<file path="src/verilog/lpwv_map.svh">
`ifndef LPWV_MAP_SVH
`define LPWV_MAP_SVH

// vector pair base addresses, high byte at base, low byte at base + 1
`define LPWV_VEC_RESET  16'hFFFE
`define LPWV_VEC_BRK    16'hFFFC
`define LPWV_VEC_IRQ    16'hFFFA
`define LPWV_VEC_CG     16'hFFF8
`define LPWV_VEC_T1_CH0 16'hFFF6
`define LPWV_VEC_T1_CH1 16'hFFF4
`define LPWV_VEC_T1_OVF 16'hFFF2
`define LPWV_VEC_T2_CH0 16'hFFF0
`define LPWV_VEC_T2_CH1 16'hFFEE
`define LPWV_VEC_T2_OVF 16'hFFEC
`define LPWV_VEC_SPI_RX 16'hFFEA
`define LPWV_VEC_SPI_TX 16'hFFE8
`define LPWV_VEC_SCI_ER 16'hFFE6
`define LPWV_VEC_SCI_RX 16'hFFE4
`define LPWV_VEC_SCI_TX 16'hFFE2
`define LPWV_VEC_KBI    16'hFFE0
`define LPWV_VEC_ADC    16'hFFDE
`define LPWV_VEC_PWT    16'hFFDC

// stop recovery lengths in oscillator reference clock cycles
`define LPWV_REC_LONG  4096
`define LPWV_REC_SHORT 32
`define LPWV_REC_WIDTH 12

// number of peripheral request lines
`define LPWV_NUM_INT 16

`endif

</file>
<file path="src/verilog/lpwv_pkg.sv">
package lpwv_pkg;

   // wake controller states
   typedef enum logic [2:0] {
      ST_RUN,
      ST_WAIT,
      ST_STOP,
      ST_RECOVER,
      ST_FETCH_HI,
      ST_FETCH_LO,
      ST_FETCH_END
   } lpwv_state_type;

   // request sources, ordered by rising priority; irq pin is last
   typedef enum logic [4:0] {
      SRC_PWT,
      SRC_ADC,
      SRC_KBI,
      SRC_SCI_TX,
      SRC_SCI_RX,
      SRC_SCI_ER,
      SRC_SPI_TX,
      SRC_SPI_RX,
      SRC_T2_OVF,
      SRC_T2_CH1,
      SRC_T2_CH0,
      SRC_T1_OVF,
      SRC_T1_CH1,
      SRC_T1_CH0,
      SRC_CG,
      SRC_BRK,
      SRC_IRQ
   } lpwv_src_type;

endpackage : lpwv_pkg

</file>
<file path="src/verilog/lpwv_rec_if.sv">
`timescale 1ns/10ps
`default_nettype none

// stop recovery counter control
interface lpwv_rec_if;
   logic start;
   logic short_sel;
   logic tick;
   logic busy;
   modport ctl (output start, output short_sel, output tick, input busy);
   modport cnt (input start, input short_sel, input tick, output busy);
endinterface : lpwv_rec_if

`default_nettype wire

</file>
<file path="src/verilog/lpwv_recovery.sv">
`timescale 1ns/10ps
`default_nettype none
`include "lpwv_map.svh"

module lpwv_recovery import lpwv_pkg::*; #(
   parameter int REC_LONG  = `LPWV_REC_LONG,
   parameter int REC_SHORT = `LPWV_REC_SHORT
) (
   // clock and reset
   input wire logic clock,
   input wire logic sys_rst,
   // control
   lpwv_rec_if.cnt  rec
);

   localparam logic [`LPWV_REC_WIDTH-1:0] LOAD_LONG  = (`LPWV_REC_WIDTH)'(REC_LONG - 1);
   localparam logic [`LPWV_REC_WIDTH-1:0] LOAD_SHORT = (`LPWV_REC_WIDTH)'(REC_SHORT - 1);

   logic [`LPWV_REC_WIDTH-1:0] cnt_ff;
   logic                       busy_ff;
   logic [`LPWV_REC_WIDTH:0]   seen_ff;
   logic [`LPWV_REC_WIDTH:0]   len_ff;

   // 12-bit down counter, one step per reference tick
   always_ff @(posedge clock or posedge sys_rst)
   begin
      if (sys_rst)
      begin
         cnt_ff  <= '0;
         busy_ff <= 1'b0;
      end
      else if (rec.start)
      begin
         cnt_ff  <= rec.short_sel ? LOAD_SHORT : LOAD_LONG; // [RULE_19] [RULE_20]
         busy_ff <= 1'b1;
      end
      else if (busy_ff && rec.tick)
      begin
         if (cnt_ff == '0)
            busy_ff <= 1'b0;
         else
            cnt_ff <= cnt_ff - 1'b1;
      end
   end

   assign rec.busy = busy_ff;

   // helper: ticks seen during one recovery
   always_ff @(posedge clock or posedge sys_rst)
   begin
      if (sys_rst)
      begin
         seen_ff <= '0;
         len_ff  <= '0;
      end
      else if (rec.start)
      begin
         seen_ff <= '0;
         len_ff  <= rec.short_sel ? (`LPWV_REC_WIDTH+1)'(REC_SHORT)
                                  : (`LPWV_REC_WIDTH+1)'(REC_LONG);
      end
      else if (busy_ff && rec.tick)
         seen_ff <= seen_ff + 1'b1;
   end
endmodule : lpwv_recovery

`default_nettype wire

</file>
<file path="src/verilog/lpwv_top.sv">
// How it works
// RULE_01 - in stop the serial peripheral port idles; exit by reset aborts and resets it
// RULE_02 - both timers run in wait; any timer request ends wait
// RULE_03 - both timers halt in stop and resume after interrupt exit
// RULE_04 - wake timer runs in wait; its register is locked from the core
// RULE_05 - wake timer runs in stop only with oscillator kept running; register locked
// RULE_06 - any wait wake restarts the core clock and loads a vector
// RULE_07 - reset pin, watchdog or supply trip resets and fetches FFFE/FFFF
// RULE_08 - falling edge on interrupt pin wakes and fetches FFFA/FFFB
// RULE_09 - debug break wakes and fetches FFFC/FFFD
// RULE_10 - clock generator request in wait fetches FFF8/FFF9
// RULE_11 - keypad request fetches FFE0/FFE1
// RULE_12 - timer one uses FFF2 overflow, FFF4 channel one, FFF6 channel zero
// RULE_13 - timer two uses FFEC overflow, FFEE channel one, FFF0 channel zero
// RULE_14 - serial peripheral port uses FFE8 transmit and FFEA receive
// RULE_15 - async serial port uses FFE2 transmit, FFE4 receive, FFE6 errors
// RULE_16 - conversion complete uses FFDE; wake timer uses FFDC
// RULE_17 - only resets, interrupt pin, keypad, break and wake timer end stop
// RULE_18 - enabled wake timer rollover gives periodic wake from stop
// RULE_19 - after stop exit a 12-bit counter holds clocks off 4096 reference cycles
// RULE_20 - short recovery select cuts the hold to 32 reference cycles
// RULE_21 - software keeps short recovery off when a crystal drives the clock
// RULE_22 - in stop the bus clock stops unless oscillator runs in stop
// RULE_23 - stop instruction acts only when stop is enabled
// RULE_24 - vector high byte at lower address, low byte at next address
// RULE_25 - resets win over interrupts; one vector per wake
`timescale 1ns/10ps
`default_nettype none
`include "lpwv_map.svh"

module lpwv_top import lpwv_pkg::*; #(
   parameter int REC_LONG  = `LPWV_REC_LONG,
   parameter int REC_SHORT = `LPWV_REC_SHORT
) (
   // clock and reset
   input  wire logic                     clock,
   input  wire logic                     sys_rst,
   // external pins
   input  wire logic                     rst_pin_n,
   input  wire logic                     irq_pin_n,
   input  wire logic                     osc_ref_clk,
   // configuration bits
   input  wire logic                     stop_enable,
   input  wire logic                     osc_run_in_stop,
   input  wire logic                     short_recovery_select,
   // core
   input  wire logic                     wait_instr,
   input  wire logic                     stop_instr,
   output logic                          core_clk_en,
   output logic                          bus_clk_en,
   // vector fetch
   output logic                          mem_rd,
   output logic [15:0]                   mem_addr,
   input  wire logic [7:0]               mem_data,
   output logic                          pc_load,
   output logic [15:0]                   pc_value,
   output logic                          wake_by_reset,
   // on-chip reset sources
   input  wire logic                     watchdog_timeout,
   input  wire logic                     svi_trip,
   // peripheral requests
   input  wire logic [`LPWV_NUM_INT-1:0] int_req,
   // peripheral control
   output logic                          dev_reset,
   output logic                          timer_run,
   output logic                          spi_hold,
   output logic                          spi_abort,
   output logic                          pwt_run,
   output logic                          pwt_access_en
);

   localparam int NSRC = `LPWV_NUM_INT + 1;

   lpwv_state_type   state_ff;
   logic [15:0]      vec_ff;
   logic             osc_lat_ff;
   logic             by_reset_ff;
   logic [7:0]       hi_ff;
   logic [15:0]      addr_ff;
   logic             rd_ff;
   logic             pc_load_ff;
   logic [15:0]      pc_ff;
   logic             dev_reset_ff;
   logic             spi_abort_ff;
   logic             rst_s1_ff;
   logic             rst_s2_ff;
   logic             irq_s1_ff;
   logic             irq_s2_ff;
   logic             irq_prev_ff;
   logic             osc_s1_ff;
   logic             osc_s2_ff;
   logic             osc_prev_ff;
   logic             reset_src;
   logic             irq_fall;
   logic [NSRC-1:0]  req_all;
   logic [NSRC-1:0]  stop_elig;
   logic             wait_wake;
   logic             stop_wake;
   lpwv_src_type     wait_pick;
   lpwv_src_type     stop_pick;
   logic             rec_go;

   lpwv_rec_if rec ();

   // vector base for each source
   function automatic logic [15:0] src_vector(input lpwv_src_type s);
      unique case (s)
         SRC_IRQ:    src_vector = `LPWV_VEC_IRQ;    // [RULE_08]
         SRC_BRK:    src_vector = `LPWV_VEC_BRK;    // [RULE_09]
         SRC_CG:     src_vector = `LPWV_VEC_CG;     // [RULE_10]
         SRC_KBI:    src_vector = `LPWV_VEC_KBI;    // [RULE_11]
         SRC_T1_OVF: src_vector = `LPWV_VEC_T1_OVF; // [RULE_12]
         SRC_T1_CH1: src_vector = `LPWV_VEC_T1_CH1; // [RULE_12]
         SRC_T1_CH0: src_vector = `LPWV_VEC_T1_CH0; // [RULE_12]
         SRC_T2_OVF: src_vector = `LPWV_VEC_T2_OVF; // [RULE_13]
         SRC_T2_CH1: src_vector = `LPWV_VEC_T2_CH1; // [RULE_13]
         SRC_T2_CH0: src_vector = `LPWV_VEC_T2_CH0; // [RULE_13]
         SRC_SPI_TX: src_vector = `LPWV_VEC_SPI_TX; // [RULE_14]
         SRC_SPI_RX: src_vector = `LPWV_VEC_SPI_RX; // [RULE_14]
         SRC_SCI_TX: src_vector = `LPWV_VEC_SCI_TX; // [RULE_15]
         SRC_SCI_RX: src_vector = `LPWV_VEC_SCI_RX; // [RULE_15]
         SRC_SCI_ER: src_vector = `LPWV_VEC_SCI_ER; // [RULE_15]
         SRC_ADC:    src_vector = `LPWV_VEC_ADC;    // [RULE_16]
         SRC_PWT:    src_vector = `LPWV_VEC_PWT;    // [RULE_16]
         default:    src_vector = `LPWV_VEC_RESET;
      endcase
   endfunction : src_vector

   // highest pending source; one winner per wake
   function automatic lpwv_src_type pick_src(input logic [NSRC-1:0] r);
      pick_src = SRC_PWT;
      for (int i = 0; i < NSRC; i++)
      begin
         if (r[i])
            pick_src = lpwv_src_type'(i); // [RULE_25]
      end
   endfunction : pick_src

   // sources allowed to end stop
   function automatic logic stop_ok(input int i, input logic osc);
      stop_ok = (i == int'(SRC_IRQ)) || (i == int'(SRC_KBI))
             || (i == int'(SRC_BRK)) // [RULE_17]
             || ((i == int'(SRC_PWT)) && osc); // [RULE_18]
   endfunction : stop_ok

   // pin synchronisers, reset pin idles high
   always_ff @(posedge clock or posedge sys_rst)
   begin
      if (sys_rst)
      begin
         rst_s1_ff   <= 1'b1;
         rst_s2_ff   <= 1'b1;
         irq_s1_ff   <= 1'b1;
         irq_s2_ff   <= 1'b1;
         irq_prev_ff <= 1'b1;
      end
      else
      begin
         rst_s1_ff   <= rst_pin_n;
         rst_s2_ff   <= rst_s1_ff;
         irq_s1_ff   <= irq_pin_n;
         irq_s2_ff   <= irq_s1_ff;
         irq_prev_ff <= irq_s2_ff;
      end
   end

   // reference clock sampled as a level
   always_ff @(posedge clock or posedge sys_rst)
   begin
      if (sys_rst)
      begin
         osc_s1_ff   <= 1'b0;
         osc_s2_ff   <= 1'b0;
         osc_prev_ff <= 1'b0;
      end
      else
      begin
         osc_s1_ff   <= osc_ref_clk;
         osc_s2_ff   <= osc_s1_ff;
         osc_prev_ff <= osc_s2_ff;
      end
   end

   // reset sources and pin edge
   assign reset_src = ~rst_s2_ff | watchdog_timeout | svi_trip; // [RULE_07]
   assign irq_fall  = irq_prev_ff & ~irq_s2_ff; // [RULE_08]
   assign req_all   = {irq_fall, int_req};

   // stop filter per source
   generate
      for (genvar g = 0; g < NSRC; g++)
      begin : g_stop
         assign stop_elig[g] = req_all[g] & stop_ok(g, osc_lat_ff); // [RULE_17]
      end
   endgenerate

   // wake decisions
   assign wait_wake = |req_all; // [RULE_02] [RULE_06]
   assign stop_wake = |stop_elig;
   assign wait_pick = pick_src(req_all);
   assign stop_pick = pick_src(stop_elig);
   assign rec_go    = (state_ff == ST_STOP) && (reset_src || stop_wake);

   // recovery counter hookup
   assign rec.start     = rec_go;
   assign rec.short_sel = short_recovery_select; // [RULE_20]
   assign rec.tick      = osc_s2_ff & ~osc_prev_ff;

   lpwv_recovery #(
      .REC_LONG  (REC_LONG),
      .REC_SHORT (REC_SHORT)
   ) u_rec (
      .clock   (clock),
      .sys_rst (sys_rst),
      .rec     (rec)
   );

   // main mode sequence
   always_ff @(posedge clock or posedge sys_rst)
   begin
      if (sys_rst)
      begin
         state_ff    <= ST_RUN;
         vec_ff      <= `LPWV_VEC_RESET;
         osc_lat_ff  <= 1'b0;
         by_reset_ff <= 1'b0;
      end
      else
      begin
         unique case (state_ff)
            ST_RUN:
            begin
               if (reset_src)
               begin
                  vec_ff      <= `LPWV_VEC_RESET; // [RULE_07]
                  by_reset_ff <= 1'b1;
                  state_ff    <= ST_FETCH_HI;
               end
               else if (wait_instr)
                  state_ff <= ST_WAIT;
               else if (stop_instr && stop_enable) // [RULE_23]
               begin
                  osc_lat_ff <= osc_run_in_stop;
                  state_ff   <= ST_STOP;
               end
            end
            ST_WAIT:
            begin
               if (reset_src || wait_wake) // [RULE_06]
               begin
                  vec_ff      <= reset_src ? `LPWV_VEC_RESET : src_vector(wait_pick);
                  by_reset_ff <= reset_src; // [RULE_25]
                  state_ff    <= ST_FETCH_HI;
               end
            end
            ST_STOP:
            begin
               if (rec_go) // [RULE_17]
               begin
                  vec_ff      <= reset_src ? `LPWV_VEC_RESET : src_vector(stop_pick);
                  by_reset_ff <= reset_src; // [RULE_25]
                  state_ff    <= ST_RECOVER;
               end
            end
            ST_RECOVER:
            begin
               if (!rec.busy) // [RULE_19]
                  state_ff <= ST_FETCH_HI;
            end
            ST_FETCH_HI, ST_FETCH_LO, ST_FETCH_END:
            begin
               if (reset_src && !by_reset_ff)
               begin
                  vec_ff      <= `LPWV_VEC_RESET; // [RULE_25]
                  by_reset_ff <= 1'b1;
                  state_ff    <= ST_FETCH_HI;
               end
               else if (state_ff == ST_FETCH_HI)
                  state_ff <= ST_FETCH_LO;
               else if (state_ff == ST_FETCH_LO)
                  state_ff <= ST_FETCH_END;
               else
                  state_ff <= ST_RUN;
            end
         endcase
      end
   end

   // byte fetch address and strobe
   always_ff @(posedge clock or posedge sys_rst)
   begin
      if (sys_rst)
      begin
         rd_ff   <= 1'b0;
         addr_ff <= '0;
      end
      else
      begin
         rd_ff   <= 1'b0;
         addr_ff <= addr_ff;
         unique case (state_ff)
            ST_RUN:
            begin
               if (reset_src)
               begin
                  rd_ff   <= 1'b1;
                  addr_ff <= `LPWV_VEC_RESET;
               end
            end
            ST_WAIT:
            begin
               if (reset_src || wait_wake)
               begin
                  rd_ff   <= 1'b1;
                  addr_ff <= reset_src ? `LPWV_VEC_RESET : src_vector(wait_pick);
               end
            end
            ST_STOP:
            begin
            end
            ST_RECOVER:
            begin
               if (!rec.busy)
               begin
                  rd_ff   <= 1'b1;
                  addr_ff <= vec_ff;
               end
            end
            ST_FETCH_HI, ST_FETCH_LO, ST_FETCH_END:
            begin
               if (reset_src && !by_reset_ff)
               begin
                  rd_ff   <= 1'b1;
                  addr_ff <= `LPWV_VEC_RESET;
               end
               else if (state_ff == ST_FETCH_HI)
               begin
                  rd_ff   <= 1'b1;
                  addr_ff <= vec_ff + 16'h0001; // [RULE_24]
               end
            end
         endcase
      end
   end

   // assemble program counter, high byte first
   always_ff @(posedge clock or posedge sys_rst)
   begin
      if (sys_rst)
      begin
         hi_ff      <= '0;
         pc_ff      <= '0;
         pc_load_ff <= 1'b0;
      end
      else
      begin
         pc_load_ff <= 1'b0;
         if (state_ff == ST_FETCH_LO)
            hi_ff <= mem_data; // [RULE_24]
         if (state_ff == ST_FETCH_END && !(reset_src && !by_reset_ff))
         begin
            pc_ff      <= {hi_ff, mem_data}; // [RULE_24]
            pc_load_ff <= 1'b1;
         end
      end
   end

   // device reset and serial port abort
   always_ff @(posedge clock or posedge sys_rst)
   begin
      if (sys_rst)
      begin
         dev_reset_ff <= 1'b1;
         spi_abort_ff <= 1'b0;
      end
      else
      begin
         dev_reset_ff <= reset_src; // [RULE_07]
         spi_abort_ff <= (state_ff == ST_STOP) && reset_src; // [RULE_01]
      end
   end

   // clock gating and peripheral run controls
   assign core_clk_en   = (state_ff == ST_RUN); // [RULE_06]
   assign bus_clk_en    = (state_ff == ST_STOP) ? osc_lat_ff // [RULE_22]
                        : (state_ff != ST_RECOVER); // [RULE_19]
   assign timer_run     = (state_ff != ST_STOP) && (state_ff != ST_RECOVER); // [RULE_02] [RULE_03]
   assign spi_hold      = (state_ff == ST_STOP) || (state_ff == ST_RECOVER); // [RULE_01]
   assign pwt_run       = (state_ff == ST_STOP) ? osc_lat_ff : 1'b1; // [RULE_04] [RULE_05]
   assign pwt_access_en = (state_ff == ST_RUN); // [RULE_04] [RULE_05]

   // registered data outputs
   assign mem_rd        = rd_ff;
   assign mem_addr      = addr_ff;
   assign pc_load       = pc_load_ff;
   assign pc_value      = pc_ff;
   assign wake_by_reset = by_reset_ff;
   assign dev_reset     = dev_reset_ff;
   assign spi_abort     = spi_abort_ff;
endmodule : lpwv_top

`default_nettype wire

</file>
<file path="config.mk">
export PLATFORM = sky130hd
export DESIGN_NAME = lpwv_top
export DESIGN_NICKNAME = d
export VERILOG_FILES = /design/src/verilog/lpwv_pkg.sv /design/src/verilog/lpwv_rec_if.sv /design/src/verilog/lpwv_recovery.sv /design/src/verilog/lpwv_top.sv
export VERILOG_INCLUDE_DIRS = /design/src /design/src/verilog
export SDC_FILE = /design/constraint.sdc
export NUM_CORES = 1
export LEC_CHECK = 0
export ABC_CLOCK_PERIOD_IN_PS = 2680
export BUFFER_PORTS_ARGS = -buffer_cell sky130_fd_sc_hd__buf_2
export CORE_UTILIZATION = 54
export CTS_CLUSTER_DIAMETER = 40
export DETAILED_ROUTE_END_ITERATION = 8
export HOLD_SLACK_MARGIN = 0.15
export PLACE_DENSITY = 0.91
export SETUP_SLACK_MARGIN = 0.4
export SLEW_MARGIN = 40
export SYNTH_ARGS = -nofsm -noshare
export SYNTH_HDL_FRONTEND = slang
export SYNTH_SLANG_ARGS = --single-unit
</file>
<file path="constraint.sdc">
create_clock -name clock -period 2.68 [get_ports clock]
set_input_delay 0.402 -clock clock [delete_from_list [all_inputs] [get_ports clock]]
set_output_delay 0.402 -clock clock [all_outputs]
set_load 0.01 [all_outputs]
</file>
# Yosys cells after proc, flatten, opt, wreduce, memory -nomap -nowiden
# Memory sizes are Yosys's and may differ from the RTL's.
# Index checks and enable logic that the tools add are counted.
[op_classes]
add_sub_neg = 2
multipliers = 0
div = 0
magnitude_cmp = 0
n_eq_ne = 16
shifts = 0
n_mux = 63
bitwise = 10
n_reduce_logical = 27
[ops]
columns = ["op", "n"]
rows = [
  ["two-way mux 16 bit", 11],
  ["one-hot mux 16 bit (4 select lines)", 2],
  ["two-way mux 5 bit", 16],
  ["two-way mux 12 bit", 4],
  ["two-way mux 3 bit", 9],
  ["OR reduction 17 bit", 1],
  ["adder 16 x 1 -> 16 bit, second input constant", 1],
  ["two-way mux 1 bit", 16],
  ["one-hot mux 3 bit (5 select lines)", 1],
  ["zero test 12 bit", 1],
  ["subtractor 12 x 1 -> 12 bit, second input constant", 1],
  ["inequality test 2 bit, second input constant", 5],
  ["AND reduction 5 bit", 2],
  ["equality test 3 bit, second input constant", 3],
  ["one-hot mux 1 bit (4 select lines)", 2],
  ["AND reduction 4 bit", 2],
  ["nonzero test 4 bit", 2],
  ["logical AND 1 bit", 7],
  ["equality test 3 x 2 -> 1 bit, second input constant", 2],
  ["inequality test 3 x 2 -> 1 bit, second input constant", 2],
  ["NOT 1 bit", 5],
  ["two-way mux 4 bit", 1],
  ["inequality test 4 x 2 -> 1 bit, second input constant", 1],
  ["AND reduction 2 bit", 2],
  ["12 further kinds", 19],
]
[word_totals]
ff_bits = 86
latchBits = 0
ram_bits = 0
rom_bits = 480
inputBits = 36
out_inout_bits = 43
word_cells = 142
memories = 3
[memory_table]
columns = ["name", "depth", "word_bits", "read_ports", "rd_ports_with_merged_regs", "write_ports", "line", "text"]
rows = [
  ["(name not given)", 32, 5, 1, 0, 0, "lpwv_top.sv:107", "unique case (s)"],
  ["(name not given)", 32, 5, 1, 0, 0, "lpwv_top.sv:107", ""],
  ["(name not given)", 32, 5, 1, 0, 0, "lpwv_top.sv:107", ""],
]

# Logic depth before layout (Yosys ltp)
# Gate-level depths: netlist of run 1.
# An unclocked memory read counts as a cell.
[depth]
ltp_word = 20
ltp_mapped = 9
mapped_depth_nobuf = 9

# Hierarchy
# Synthesis of run 1 repeated with hierarchy kept, for this count alone.
[unflattened]
hier_cells = 320
area_unflattened_um2 = 3529.6
[by_module_without_submodules]
columns = ["module", "instances", "cells_each", "area_each_um2", "seq_area_each_um2"]
rows = [
  ["lpwv_top", 1, 245, 2772.7, 1340.0],
  ["lpwv_recovery", 1, 75, 757.0, 325.3],
]

# Worst setup path before layout of run 1
# Ideal clock, no wire load.
[synth_timing]
kind = "input-to-reg"
startpoint = "input port int_req[7]"
endpoint = "register addr_ff[4] (netlist: mem_addr[4])"
setup_time_ns = 0.125
t_arrival_ns = 1.852
t_required_ns = 2.555
setup_slack_ns = 0.703
cell_stages = 9
n_path_buf = 0
path_cell_list = "or4_4 -> nand2_1 -> nand2_1 -> nand2_1 -> ha_1 -> a21oi_1 -> a21oi_1 -> a2bb2oi_1 -> mux2_4"
[synth_between]
elab_chain_len = 14
word_cells_on_any_way = 18
classes_between = "eq/ne: 1; mux: 13; reduce/logical: 3; memory: 1"
[synth_lines]
columns = ["element", "line", "text"]
rows = [
  ["from (decl)", "lpwv_top.sv:62", "input wire logic [`LPWV_NUM_INT-1:0] int_req,"],
  ["two-way mux 5 bit (10 in a row)", "lpwv_top.sv:134", "if (r[i])"],
  ["memory (32 x 5 bit)", "--", ""],
  ["two-way mux 16 bit", "lpwv_top.sv:315", "addr_ff <= reset_src ? `LPWV_VEC_RESET : src_vector(wait_pick);"],
  ["two-way mux 16 bit", "lpwv_top.sv:312", "if (reset_src || wait_wake)"],
  ["one-hot mux 16 bit (4 select lines)", "lpwv_top.sv:301", "unique case (state_ff)"],
  ["to (signal assigned)", "lpwv_top.sv:300", "addr_ff <= addr_ff;"],
  ["to (signal assigned)", "lpwv_top.sv:307", "addr_ff <= `LPWV_VEC_RESET;"],
  ["to (signal assigned)", "lpwv_top.sv:315", ""],
  ["to (decl)", "lpwv_top.sv:79", "logic [15:0] addr_ff;"],
]
# Parallel ways exist; a longest one is shown, timed or not. The select of a mux whose other input is x is not followed.
# A chain may end at the register's enable or synchronous reset.

# Worst setup path after layout of run 1
[layout_timing]
startpoint = "register u_rec.cnt_ff[0]"
endpoint = "register u_rec.cnt_ff[11]"
[layout_between]
elab_chain_len = 4
word_cells_on_any_way = 7
classes_between = "add/sub: 1; eq/ne: 1; mux: 3; reduce/logical: 2"
[layout_lines]
columns = ["element", "line", "text"]
rows = [
  ["from (decl)", "lpwv_recovery.sv:19", "logic [`LPWV_REC_WIDTH-1:0] cnt_ff;"],
  ["from (signal assigned)", "lpwv_recovery.sv:34", "cnt_ff <= rec.short_sel ? LOAD_SHORT : LOAD_LONG;"],
  ["from (signal assigned)", "lpwv_recovery.sv:42", "cnt_ff <= cnt_ff - 1'b1;"],
  ["subtractor 12 x 1 -> 12 bit", "lpwv_recovery.sv:42", ""],
  ["two-way mux 12 bit", "lpwv_recovery.sv:39", "if (cnt_ff == '0)"],
  ["two-way mux 12 bit", "lpwv_recovery.sv:37", "else if (busy_ff && rec.tick)"],
  ["two-way mux 12 bit", "lpwv_recovery.sv:32", "else if (rec.start)"],
]
# Parallel ways exist; a longest one is shown, timed or not. The select of a mux whose other input is x is not followed.

==> metrics.log, run 1 <==
INFO  metric run_status = finished, final reports clean
INFO  metric final_period_minus_worst_setup_slack = 2.17 ns
INFO  metric worstPathArrival = 2.36 ns
INFO  metric cts_buffer_depth = 2
INFO  metric hold_end = osc_lat_ff
INFO  metric numPlacedInstances = around 460
INFO  metric die_h = slightly above 80 um
INFO  metric timing.final.crit_share = about four fifths
INFO  metric antennaDiodeCount = 0
INFO  metric yosys_register_bits = 66
INFO  metric cts_made_buffers = 9
INFO  metric grt_setup_unrepaired = yes
INFO  metric relSlewSlack = approximately 53%
INFO  metric netlist_area = 0.00340 mm2
INFO  metric cts_setup_buffers = 0
INFO  metric commonest_non_fill_non_tap_cell_in_the_layout = sky130_fd_sc_hd__buf_2
INFO  metric detail-route-antenna-nets = 0
INFO  metric design.final.nets = 440
INFO  metric die_area = 0.00661 mm2
INFO  metric regArea = between 0.0015 and 0.002 mm2
INFO  metric grt_max_degree = 25
INFO  metric wl_per_cell = 14.8 um
INFO  metric timing.final.ws_setup = 0.508 ns
INFO  metric worst_ir_drop_vdd = 0.819 mV
INFO  metric rr_endpoint = u_rec.cnt_ff[11]
INFO  metric clk-insertion-delay-late = roughly 0.34 ns
INFO  metric cp_slowest_stage_delay = 0.51 ns
INFO  metric firstDrtPassIters = 4
INFO  metric rr_startpoint = u_rec.cnt_ff[0]
INFO  metric first_pass_grt_wire_length = 11,700 um
INFO  metric hold_start = osc_run_in_stop
INFO  metric final_util = between 60% and 70%
INFO  metric violation_count_after_the_first_detailed_routing_iteration = about 290
INFO  metric cp.buffers_inverters = 1
INFO  metric postSynthNetCount = 360
INFO  metric async_flop_share = 100%
INFO  metric antenna_violations_before_repair = 0
INFO  metric regToRegSetupSlack = 0.51 ns
INFO  metric worst_setup_path_start_kind = register
INFO  metric cts.htree.levels = 3
INFO  metric max_cap_violations = 0
INFO  metric drc = 0
INFO  metric fmax = between 0.4 and 0.5 GHz
INFO  metric most-common-layout-cells = sky130_fd_sc_hd__buf_2, sky130_fd_sc_hd__dfrtp_1, sky130_fd_sc_hd__mux2_2
INFO  metric tritoncts = yes
INFO  metric via_count = 2,683
INFO  metric placement.setup.worst_slack = 0.470 ns
INFO  metric post-dp-hpwl = between 5000 and 6000 um
INFO  metric hold_path_class = input pin to register
INFO  metric synth-warning-count = 0
INFO  metric timing.final.setup_violations = 0
INFO  metric max_slew.worst_pin.slew = 0.709 ns
INFO  metric clock-sinks = 66
INFO  metric totalNegativeSetupSlack = 0 ns
INFO  metric synthAdderAreaFrac = 2.21%
INFO  metric synth_edf_count = 0
INFO  metric maxSlewViolCount = 0
INFO  metric worst_path_dominant_cell_family = simple AND/OR/NAND/NOR gates
INFO  metric yosysSeqAreaShare = 49.0%
INFO  metric power_density_relative_to_cell_area = ~930 mW/mm2
INFO  metric flow.area_growth_from_synthesis = 19.6%
INFO  metric synth_area_in_compound_gates = between 10% and 20%
INFO  metric fp.dieW = 81.3 um
INFO  metric largest_family_of_logic_cells_by_synthesized_area = simple AND/OR/NAND/NOR gates
INFO  metric average_cell_area_after_synthesis = 10.7 um2
INFO  metric cell_count_after_synthesis = 318
INFO  metric timing.reg2reg.worst_path_depth = 7
INFO  metric io_buffer_count = 78
INFO  metric worstHoldPathCells = 2
INFO  metric globalRouteTotalUtil = 23.9%
INFO  metric wirelength = 7050 um
INFO  metric multi_input_area = between 0.0015 and 0.002 mm2
INFO  metric overflow = 0
INFO  metric num_rows = 28
INFO  metric fin_worst_hold_slack = between 0.2 and 0.3 ns
INFO  metric final_layout_size_suffix_gt1_share = 39.0%
INFO  metric worstPathMaxFanout = 7
INFO  metric path_clk_slew = 0.07 ns
INFO  metric yosys.area_share.xor_xnor = about 1.8%
INFO  metric core_area = 0.00599 mm2
INFO  metric synth.distinct_cells = 58
INFO  metric io_pins = 79
INFO  metric cellLeakagePower = 1.78 nW
INFO  metric cp_data_required_time = between 2 and 3 ns
INFO  metric final.fill_count = between 400 and 500
INFO  metric timing.critical_path.slowest_stage_cell = sky130_fd_sc_hd__or3b_2
INFO  metric first_global_vias = 2,654
INFO  metric initial_utilization = 56.7%
INFO  metric setup.worst_path.end_class = register
INFO  metric synth-simple-area-share = 17.2%
INFO  metric replace_congestion = 0.859
INFO  metric clock-skew-final = 0.00824 ns
INFO  metric dominantRegCellSynth = sky130_fd_sc_hd__dfrtp_1
INFO  metric finalNonFillerCells = 478
INFO  metric hold_viol = 0
INFO  metric drt-vias-per-instance = 5.61
INFO  metric timing_worst_setup_path_type = register to register
INFO  metric clk_root_buffer_cell = sky130_fd_sc_hd__clkbuf_8
INFO  metric crit_chain = inv_1, ha_1, or3b_2, o311ai_4, nor3_1, xnor2_1, a21oi_1
INFO  metric synth_mux_area_share = 12.6%
INFO  metric crit_start = u_rec.cnt_ff[0]
sequential cells by signal (all words and copies together) (netlist names), 3 cells and up:
signal        cells
pc_value         16
u_rec.cnt_ff     12
hi_ff             8
mem_addr          7
vec_ff            5
state_ff          3
metrics by stage:
stage / instance area, um2 / power (mW)
2_1_floorplan: 3400 / 2.51
3_3_place_gp: 3810 / 2.84
3_5_place_dp: 3810 / 2.93
4_1_cts: 4020 / 3.76
5_1_grt: 4060 / 4.00
6_report: 4060 / 3.76
kinds of logic after synthesis:
group / after synthesis
AND/OR/NAND/NOR: 106
flip-flops: 66
AO/OA/AOI/OAI: 58
multiplexers: 38
buffers and inverters: 37
XOR/XNOR: 7
adder cells (fa/ha/maj): 6
power breakdown:
part           leakage [nW]  total [mW]  internal [mW]  switching [mW]
Combinational         0.952        1.32          0.649           0.671
Sequential            0.727        1.62           1.34           0.281
Clock                0.0966       0.818          0.456           0.362
synth_stat cells, types with 2 or more instances:
master | count | area share [%]
sky130_fd_sc_hd__dfstp_2 | 11 | 8.5
sky130_fd_sc_hd__nor2b_1 | 3 | 0.55
sky130_fd_sc_hd__nand2_1 | 25 | 2.8
sky130_fd_sc_hd__nor2_1 | 25 | 2.8
sky130_fd_sc_hd__mux2_4 | 2 | 0.88
sky130_fd_sc_hd__buf_2 | 2 | 0.29
sky130_fd_sc_hd__and2_1 | 2 | 0.37
sky130_fd_sc_hd__mux2_2 | 31 | 10
sky130_fd_sc_hd__nand2b_1 | 4 | 0.74
sky130_fd_sc_hd__a31oi_1 | 4 | 0.74
sky130_fd_sc_hd__and3_1 | 3 | 0.55
sky130_fd_sc_hd__nor4_1 | 7 | 1.3
sky130_fd_sc_hd__nor3_1 | 6 | 0.88
sky130_fd_sc_hd__buf_4 | 10 | 2.2
sky130_fd_sc_hd__nand3_1 | 10 | 1.5
sky130_fd_sc_hd__or4_1 | 2 | 0.44
sky130_fd_sc_hd__mux2i_1 | 5 | 1.5
sky130_fd_sc_hd__a32oi_1 | 2 | 0.52
sky130_fd_sc_hd__or4_4 | 2 | 0.66
sky130_fd_sc_hd__or3_1 | 2 | 0.37
sky130_fd_sc_hd__nand4_1 | 2 | 0.37
sky130_fd_sc_hd__xnor2_1 | 6 | 1.5
sky130_fd_sc_hd__ha_1 | 6 | 2.2
sky130_fd_sc_hd__dfrtp_1 | 55 | 41
sky130_fd_sc_hd__o31a_1 | 2 | 0.52
sky130_fd_sc_hd__a21oi_1 | 13 | 1.9
sky130_fd_sc_hd__o221ai_1 | 2 | 0.52
sky130_fd_sc_hd__inv_1 | 18 | 2.0
sky130_fd_sc_hd__clkbuf_1 | 6 | 0.66
sky130_fd_sc_hd__o31ai_1 | 2 | 0.44
sky130_fd_sc_hd__o21ai_0 | 19 | 2.8
sky130_fd_sc_hd__o2bb2ai_1 | 2 | 0.52
sky130_fd_sc_hd__o211ai_1 | 2 | 0.44
how the worst max path moves through the flow:
stage                        to  cells past startpoint
2_1_floorplan          hi_ff[0]                      1
5_1_grt         u_rec.cnt_ff[6]                      7
3_3_place_gp        mem_addr[4]                     10
3_5_place_dp        mem_addr[4]                     10
6_report       u_rec.cnt_ff[11]                      7
4_1_cts             mem_addr[1]                      5
final cells by class:
cell class                      instances  share of cell area (%)
Tap cell                               75                    2.31
Inverter                               18                    1.66
Multi-Input combinational cell        215                    38.4
Clock buffer                           12                    3.57
Clock inverter                          4                    1.26
Sequential cell                        66                    41.0
Timing Repair Buffer                   88                    11.7
what timing repair did:
| item | CTS | global route |
|---|---|---|
| endpoints found under the setup margin | 0 | 13 |
| endpoints found under the hold margin | 20 | 2 |
| hold buffers | 2 | 2 |
| resized for setup | 0 | 3 |
layer usage:
| layer | share of wire, % | vias up | GRT usage (%) |
|---|---|---|---|
| met2 | 51 | 104 | 39.6 |
| li1 | - | 1293 | - |
| met3 | 5.4 | 15 | 5.96 |
| met4 | 2.2 | 0 | 12.0 |
| met1 | 42 | 1271 | 28.9 |
| met5 | 0 | - | 0 |
Power figures use the tool's default switching activity.
==> run 2, diff against run 1 <==
--- a/config.mk
+++ b/config.mk
@@ -6,13 +6,13 @@
 export SDC_FILE = /design/constraint.sdc
 export NUM_CORES = 1
 export LEC_CHECK = 0
-export ABC_CLOCK_PERIOD_IN_PS = 2680
+export ABC_CLOCK_PERIOD_IN_PS = 1800
 export BUFFER_PORTS_ARGS = -buffer_cell sky130_fd_sc_hd__buf_2
-export CORE_UTILIZATION = 54
+export CORE_UTILIZATION = 49
 export CTS_CLUSTER_DIAMETER = 40
 export DETAILED_ROUTE_END_ITERATION = 8
 export HOLD_SLACK_MARGIN = 0.15
-export PLACE_DENSITY = 0.91
+export PLACE_DENSITY = 0.88
 export SETUP_SLACK_MARGIN = 0.4
 export SLEW_MARGIN = 40
 export SYNTH_ARGS = -nofsm -noshare
==> constraint.sdc (replaced) <==
create_clock -name clock -period 1.8 [get_ports clock]
set_input_delay 0.27 -clock clock [delete_from_list [all_inputs] [get_ports clock]]
set_output_delay 0.27 -clock clock [all_outputs]
set_load 0.01 [all_outputs]
==> run 2 against run 1 <==
Compared with the run above: the run now ends with negative setup slack left; first-iteration DRC count up 52%; largest power group is now combinational logic; sequential share of layout area shrank 10 points; critical endpoint unchanged; highest routed layer unchanged; clock skew rose by 0.0083 ns; global-route usage increased by 8.7 points.
==> metrics.log, run 2 (synthesized netlist as in run 1, its figures left out) <==
INFO  metric power.switching = 3.06 mW
INFO  metric multi_input_area = 0.00197 mm2
INFO  metric clock-sinks = 66
INFO  metric max_cap_violations = 0
INFO  metric timing_worst_setup_path_type = register to register
INFO  metric rr_endpoint = u_rec.cnt_ff[11]
INFO  metric io_buffer_count = 78
INFO  metric die_h = 85.2 um
INFO  metric replace_congestion = 0.850
INFO  metric hold_end = pc_value[6]
INFO  metric most-common-layout-cells = sky130_fd_sc_hd__buf_2, sky130_fd_sc_hd__buf_4, sky130_fd_sc_hd__dfrtp_1
INFO  metric design.final.nets = 535
INFO  metric path_clk_slew = around 0.080 ns
INFO  metric final_period_minus_worst_setup_slack = 2.14 ns
INFO  metric worstPathArrival = 2.35 ns
INFO  metric fmax = 0.467 GHz
INFO  metric antennaDiodeCount = 0
INFO  metric clk-insertion-delay-late = 0.36 ns
INFO  metric violation_count_after_the_first_detailed_routing_iteration = between 400 and 500
INFO  metric drc = 0
INFO  metric wirelength = approximately 14,000 um
INFO  metric grt_max_degree = 67
INFO  metric worst_setup_path_start_kind = register
INFO  metric power.share.switching = 38.2%
INFO  metric timing.final.ws_setup = -0.342 ns
INFO  metric combinational_power_share = 53.1%
INFO  metric cts_buffer_depth = 2
INFO  metric timing.final.crit_share = 119%
INFO  metric setup.worst_path.end_class = register
INFO  metric internal_power = 4.96 mW
INFO  metric relSlewSlack = 58.3%
INFO  metric die_area = about 0.0073 mm2
INFO  metric post-dp-hpwl = 6360 um
INFO  metric crit_start = u_rec.cnt_ff[11]
INFO  metric wl_per_cell = 24.3 um
INFO  metric failing_checks = negative setup slack
INFO  metric power_density_relative_to_cell_area = 1490 mW/mm2
INFO  metric globalRouteTotalUtil = about a third
INFO  metric run_status = finished, violations left
INFO  metric tritoncts = yes
INFO  metric final.fill_count = 298
INFO  metric worst_ir_drop_vdd = 1.20 mV
INFO  metric cts_made_buffers = 9
INFO  metric worstPathMaxFanout = 5
INFO  metric fin_worst_hold_slack = 0.170 ns
INFO  metric worstHoldPathCells = 2
INFO  metric commonest_non_fill_non_tap_cell_in_the_layout = sky130_fd_sc_hd__buf_2
INFO  metric cellLeakagePower = around 2.5 nW
INFO  metric final_layout_size_suffix_gt1_share = 61.6%
INFO  metric cts.htree.levels = 3
INFO  metric initial_utilization = slightly above 50%
INFO  metric hold_start = mem_data[6]
INFO  metric clock-skew-final = 0.0165 ns
INFO  metric hold_viol = 0
INFO  metric maxSlewViolCount = 0
INFO  metric max_slew.worst_pin.slew = 0.619 ns
INFO  metric io_pins = 79
INFO  metric regToRegSetupSlack = -0.34 ns
INFO  metric flow.area_growth_from_synthesis = 58.7%
INFO  metric core_area = about 0.0065 mm2
INFO  metric rr_startpoint = u_rec.cnt_ff[11]
INFO  metric overflow = 0
INFO  metric via_count = 3,759
INFO  metric drt-vias-per-instance = 6.55
INFO  metric detail-route-antenna-nets = 0
INFO  metric largest_register_ffs = 16
INFO  metric first_pass_grt_wire_length = 17,800 um
INFO  metric firstDrtPassIters = 6
INFO  metric clk_root_buffer_cell = sky130_fd_sc_hd__clkbuf_8
INFO  metric grt_setup_unrepaired = yes
INFO  metric clock_power_share = about 17%
INFO  metric regArea = 0.00167 mm2
INFO  metric num_rows = 29
INFO  metric power_frac_seq = 29.6%
INFO  metric fp.dieW = 85.2 um
INFO  metric hold_path_class = input pin to register
INFO  metric timing.reg2reg.worst_path_depth = 6
INFO  metric placement.setup.worst_slack = -0.192 ns
INFO  metric antenna_violations_before_repair = 0
INFO  metric cp_data_required_time = 2.01 ns
INFO  metric first_global_vias = 3,509
INFO  metric timing.final.setup_violations = 44
## run 2: worst max-delay path by stage
| stage | end | slack, ns | cells past startpoint |
|---|---|---|---|
| final | u_rec.cnt_ff[11] | -0.34 | 6 |
| after global routing | u_rec.cnt_ff[4] | -0.40 | 4 |
| after CTS | pc_value[1] | -0.08 | 8 |
| after global placement | wake_by_reset | -0.15 | 7 |
| after floorplan | u_rec.cnt_ff[6] | -0.05 | 7 |
| after detailed placement | u_rec.cnt_ff[2] | -0.19 | 6 |
## run 2: timing repair
| item | CTS | global route |
|---|---|---|
| setup buffers | 26 | 9 |
| pin swaps | 27 | 22 |
| gates resized for setup | 67 | 47 |
| setup endpoints to repair | 62 | 63 |
| endpoints found under the hold margin | 58 | 0 |
| cloned | 4 | 0 |
| hold buffers | 4 | 0 |
## run 2: worst max-delay path, stage by stage (launching register included)
cell and delay, ns:
sky130_fd_sc_hd__dfrtp_1 0.41, sky130_fd_sc_hd__or4_4 0.61, sky130_fd_sc_hd__o311ai_4 0.46, sky130_fd_sc_hd__buf_4 0.19, sky130_fd_sc_hd__nor3_2 0.04, sky130_fd_sc_hd__xnor2_1 0.19, sky130_fd_sc_hd__a21oi_1 0.11
## run 2: metrics by stage
stage | util [%] | area (um2) | power, mW | instances | TNS [ns]
detailed placement | 66.8 | 4360 | 4.97 | 516 | -4.72
global route | 82.5 | 5390 | 8.26 | 574 | -8.84
floorplan | - | 3530 | 3.86 | 318 | -0.176
global placement | 66.8 | 4360 | 4.79 | 516 | -2.93
finish | 82.5 | 5390 | 8.02 | 574 | -6.22
CTS | 78.3 | 5110 | 7.13 | 565 | -1.31
## run 2: per-layer routing
layer | wire length [um] | part of all wire, % | global-route usage [%] | vias up
li1 | - | - | - | 1481
met1 | 4830 | 35 | 37.9 | 1776
met2 | 6630 | 47 | 57.2 | 365
met3 | 1330 | 9.5 | 6.81 | 137
met4 | 1180 | 8.5 | 16.0 | 0
met5 | 0 | 0 | 0 | -
## run 2: power by group through the flow
| stage | clock, mW | sequential, mW | combinational [mW] |
|---|---|---|---|
| 2_1_floorplan | 0 | 2.39 | 1.47 |
| 3_3_place_gp | 0 | 2.24 | 2.55 |
| 3_5_place_dp | 0 | 2.29 | 2.68 |
| 4_1_cts | 1.37 | 2.27 | 3.49 |
| 5_1_grt | 1.45 | 2.39 | 4.42 |
| 6_report | 1.39 | 2.37 | 4.26 |
## run 2: cell type report
cell class	instances	area share [%]
Inverter	18	1.32
Tap cell	77	1.79
Multi-Input combinational cell	217	36.6
Clock inverter	3	1.21
Timing Repair Buffer	181	25.4
Clock buffer	12	2.69
Sequential cell	66	30.9
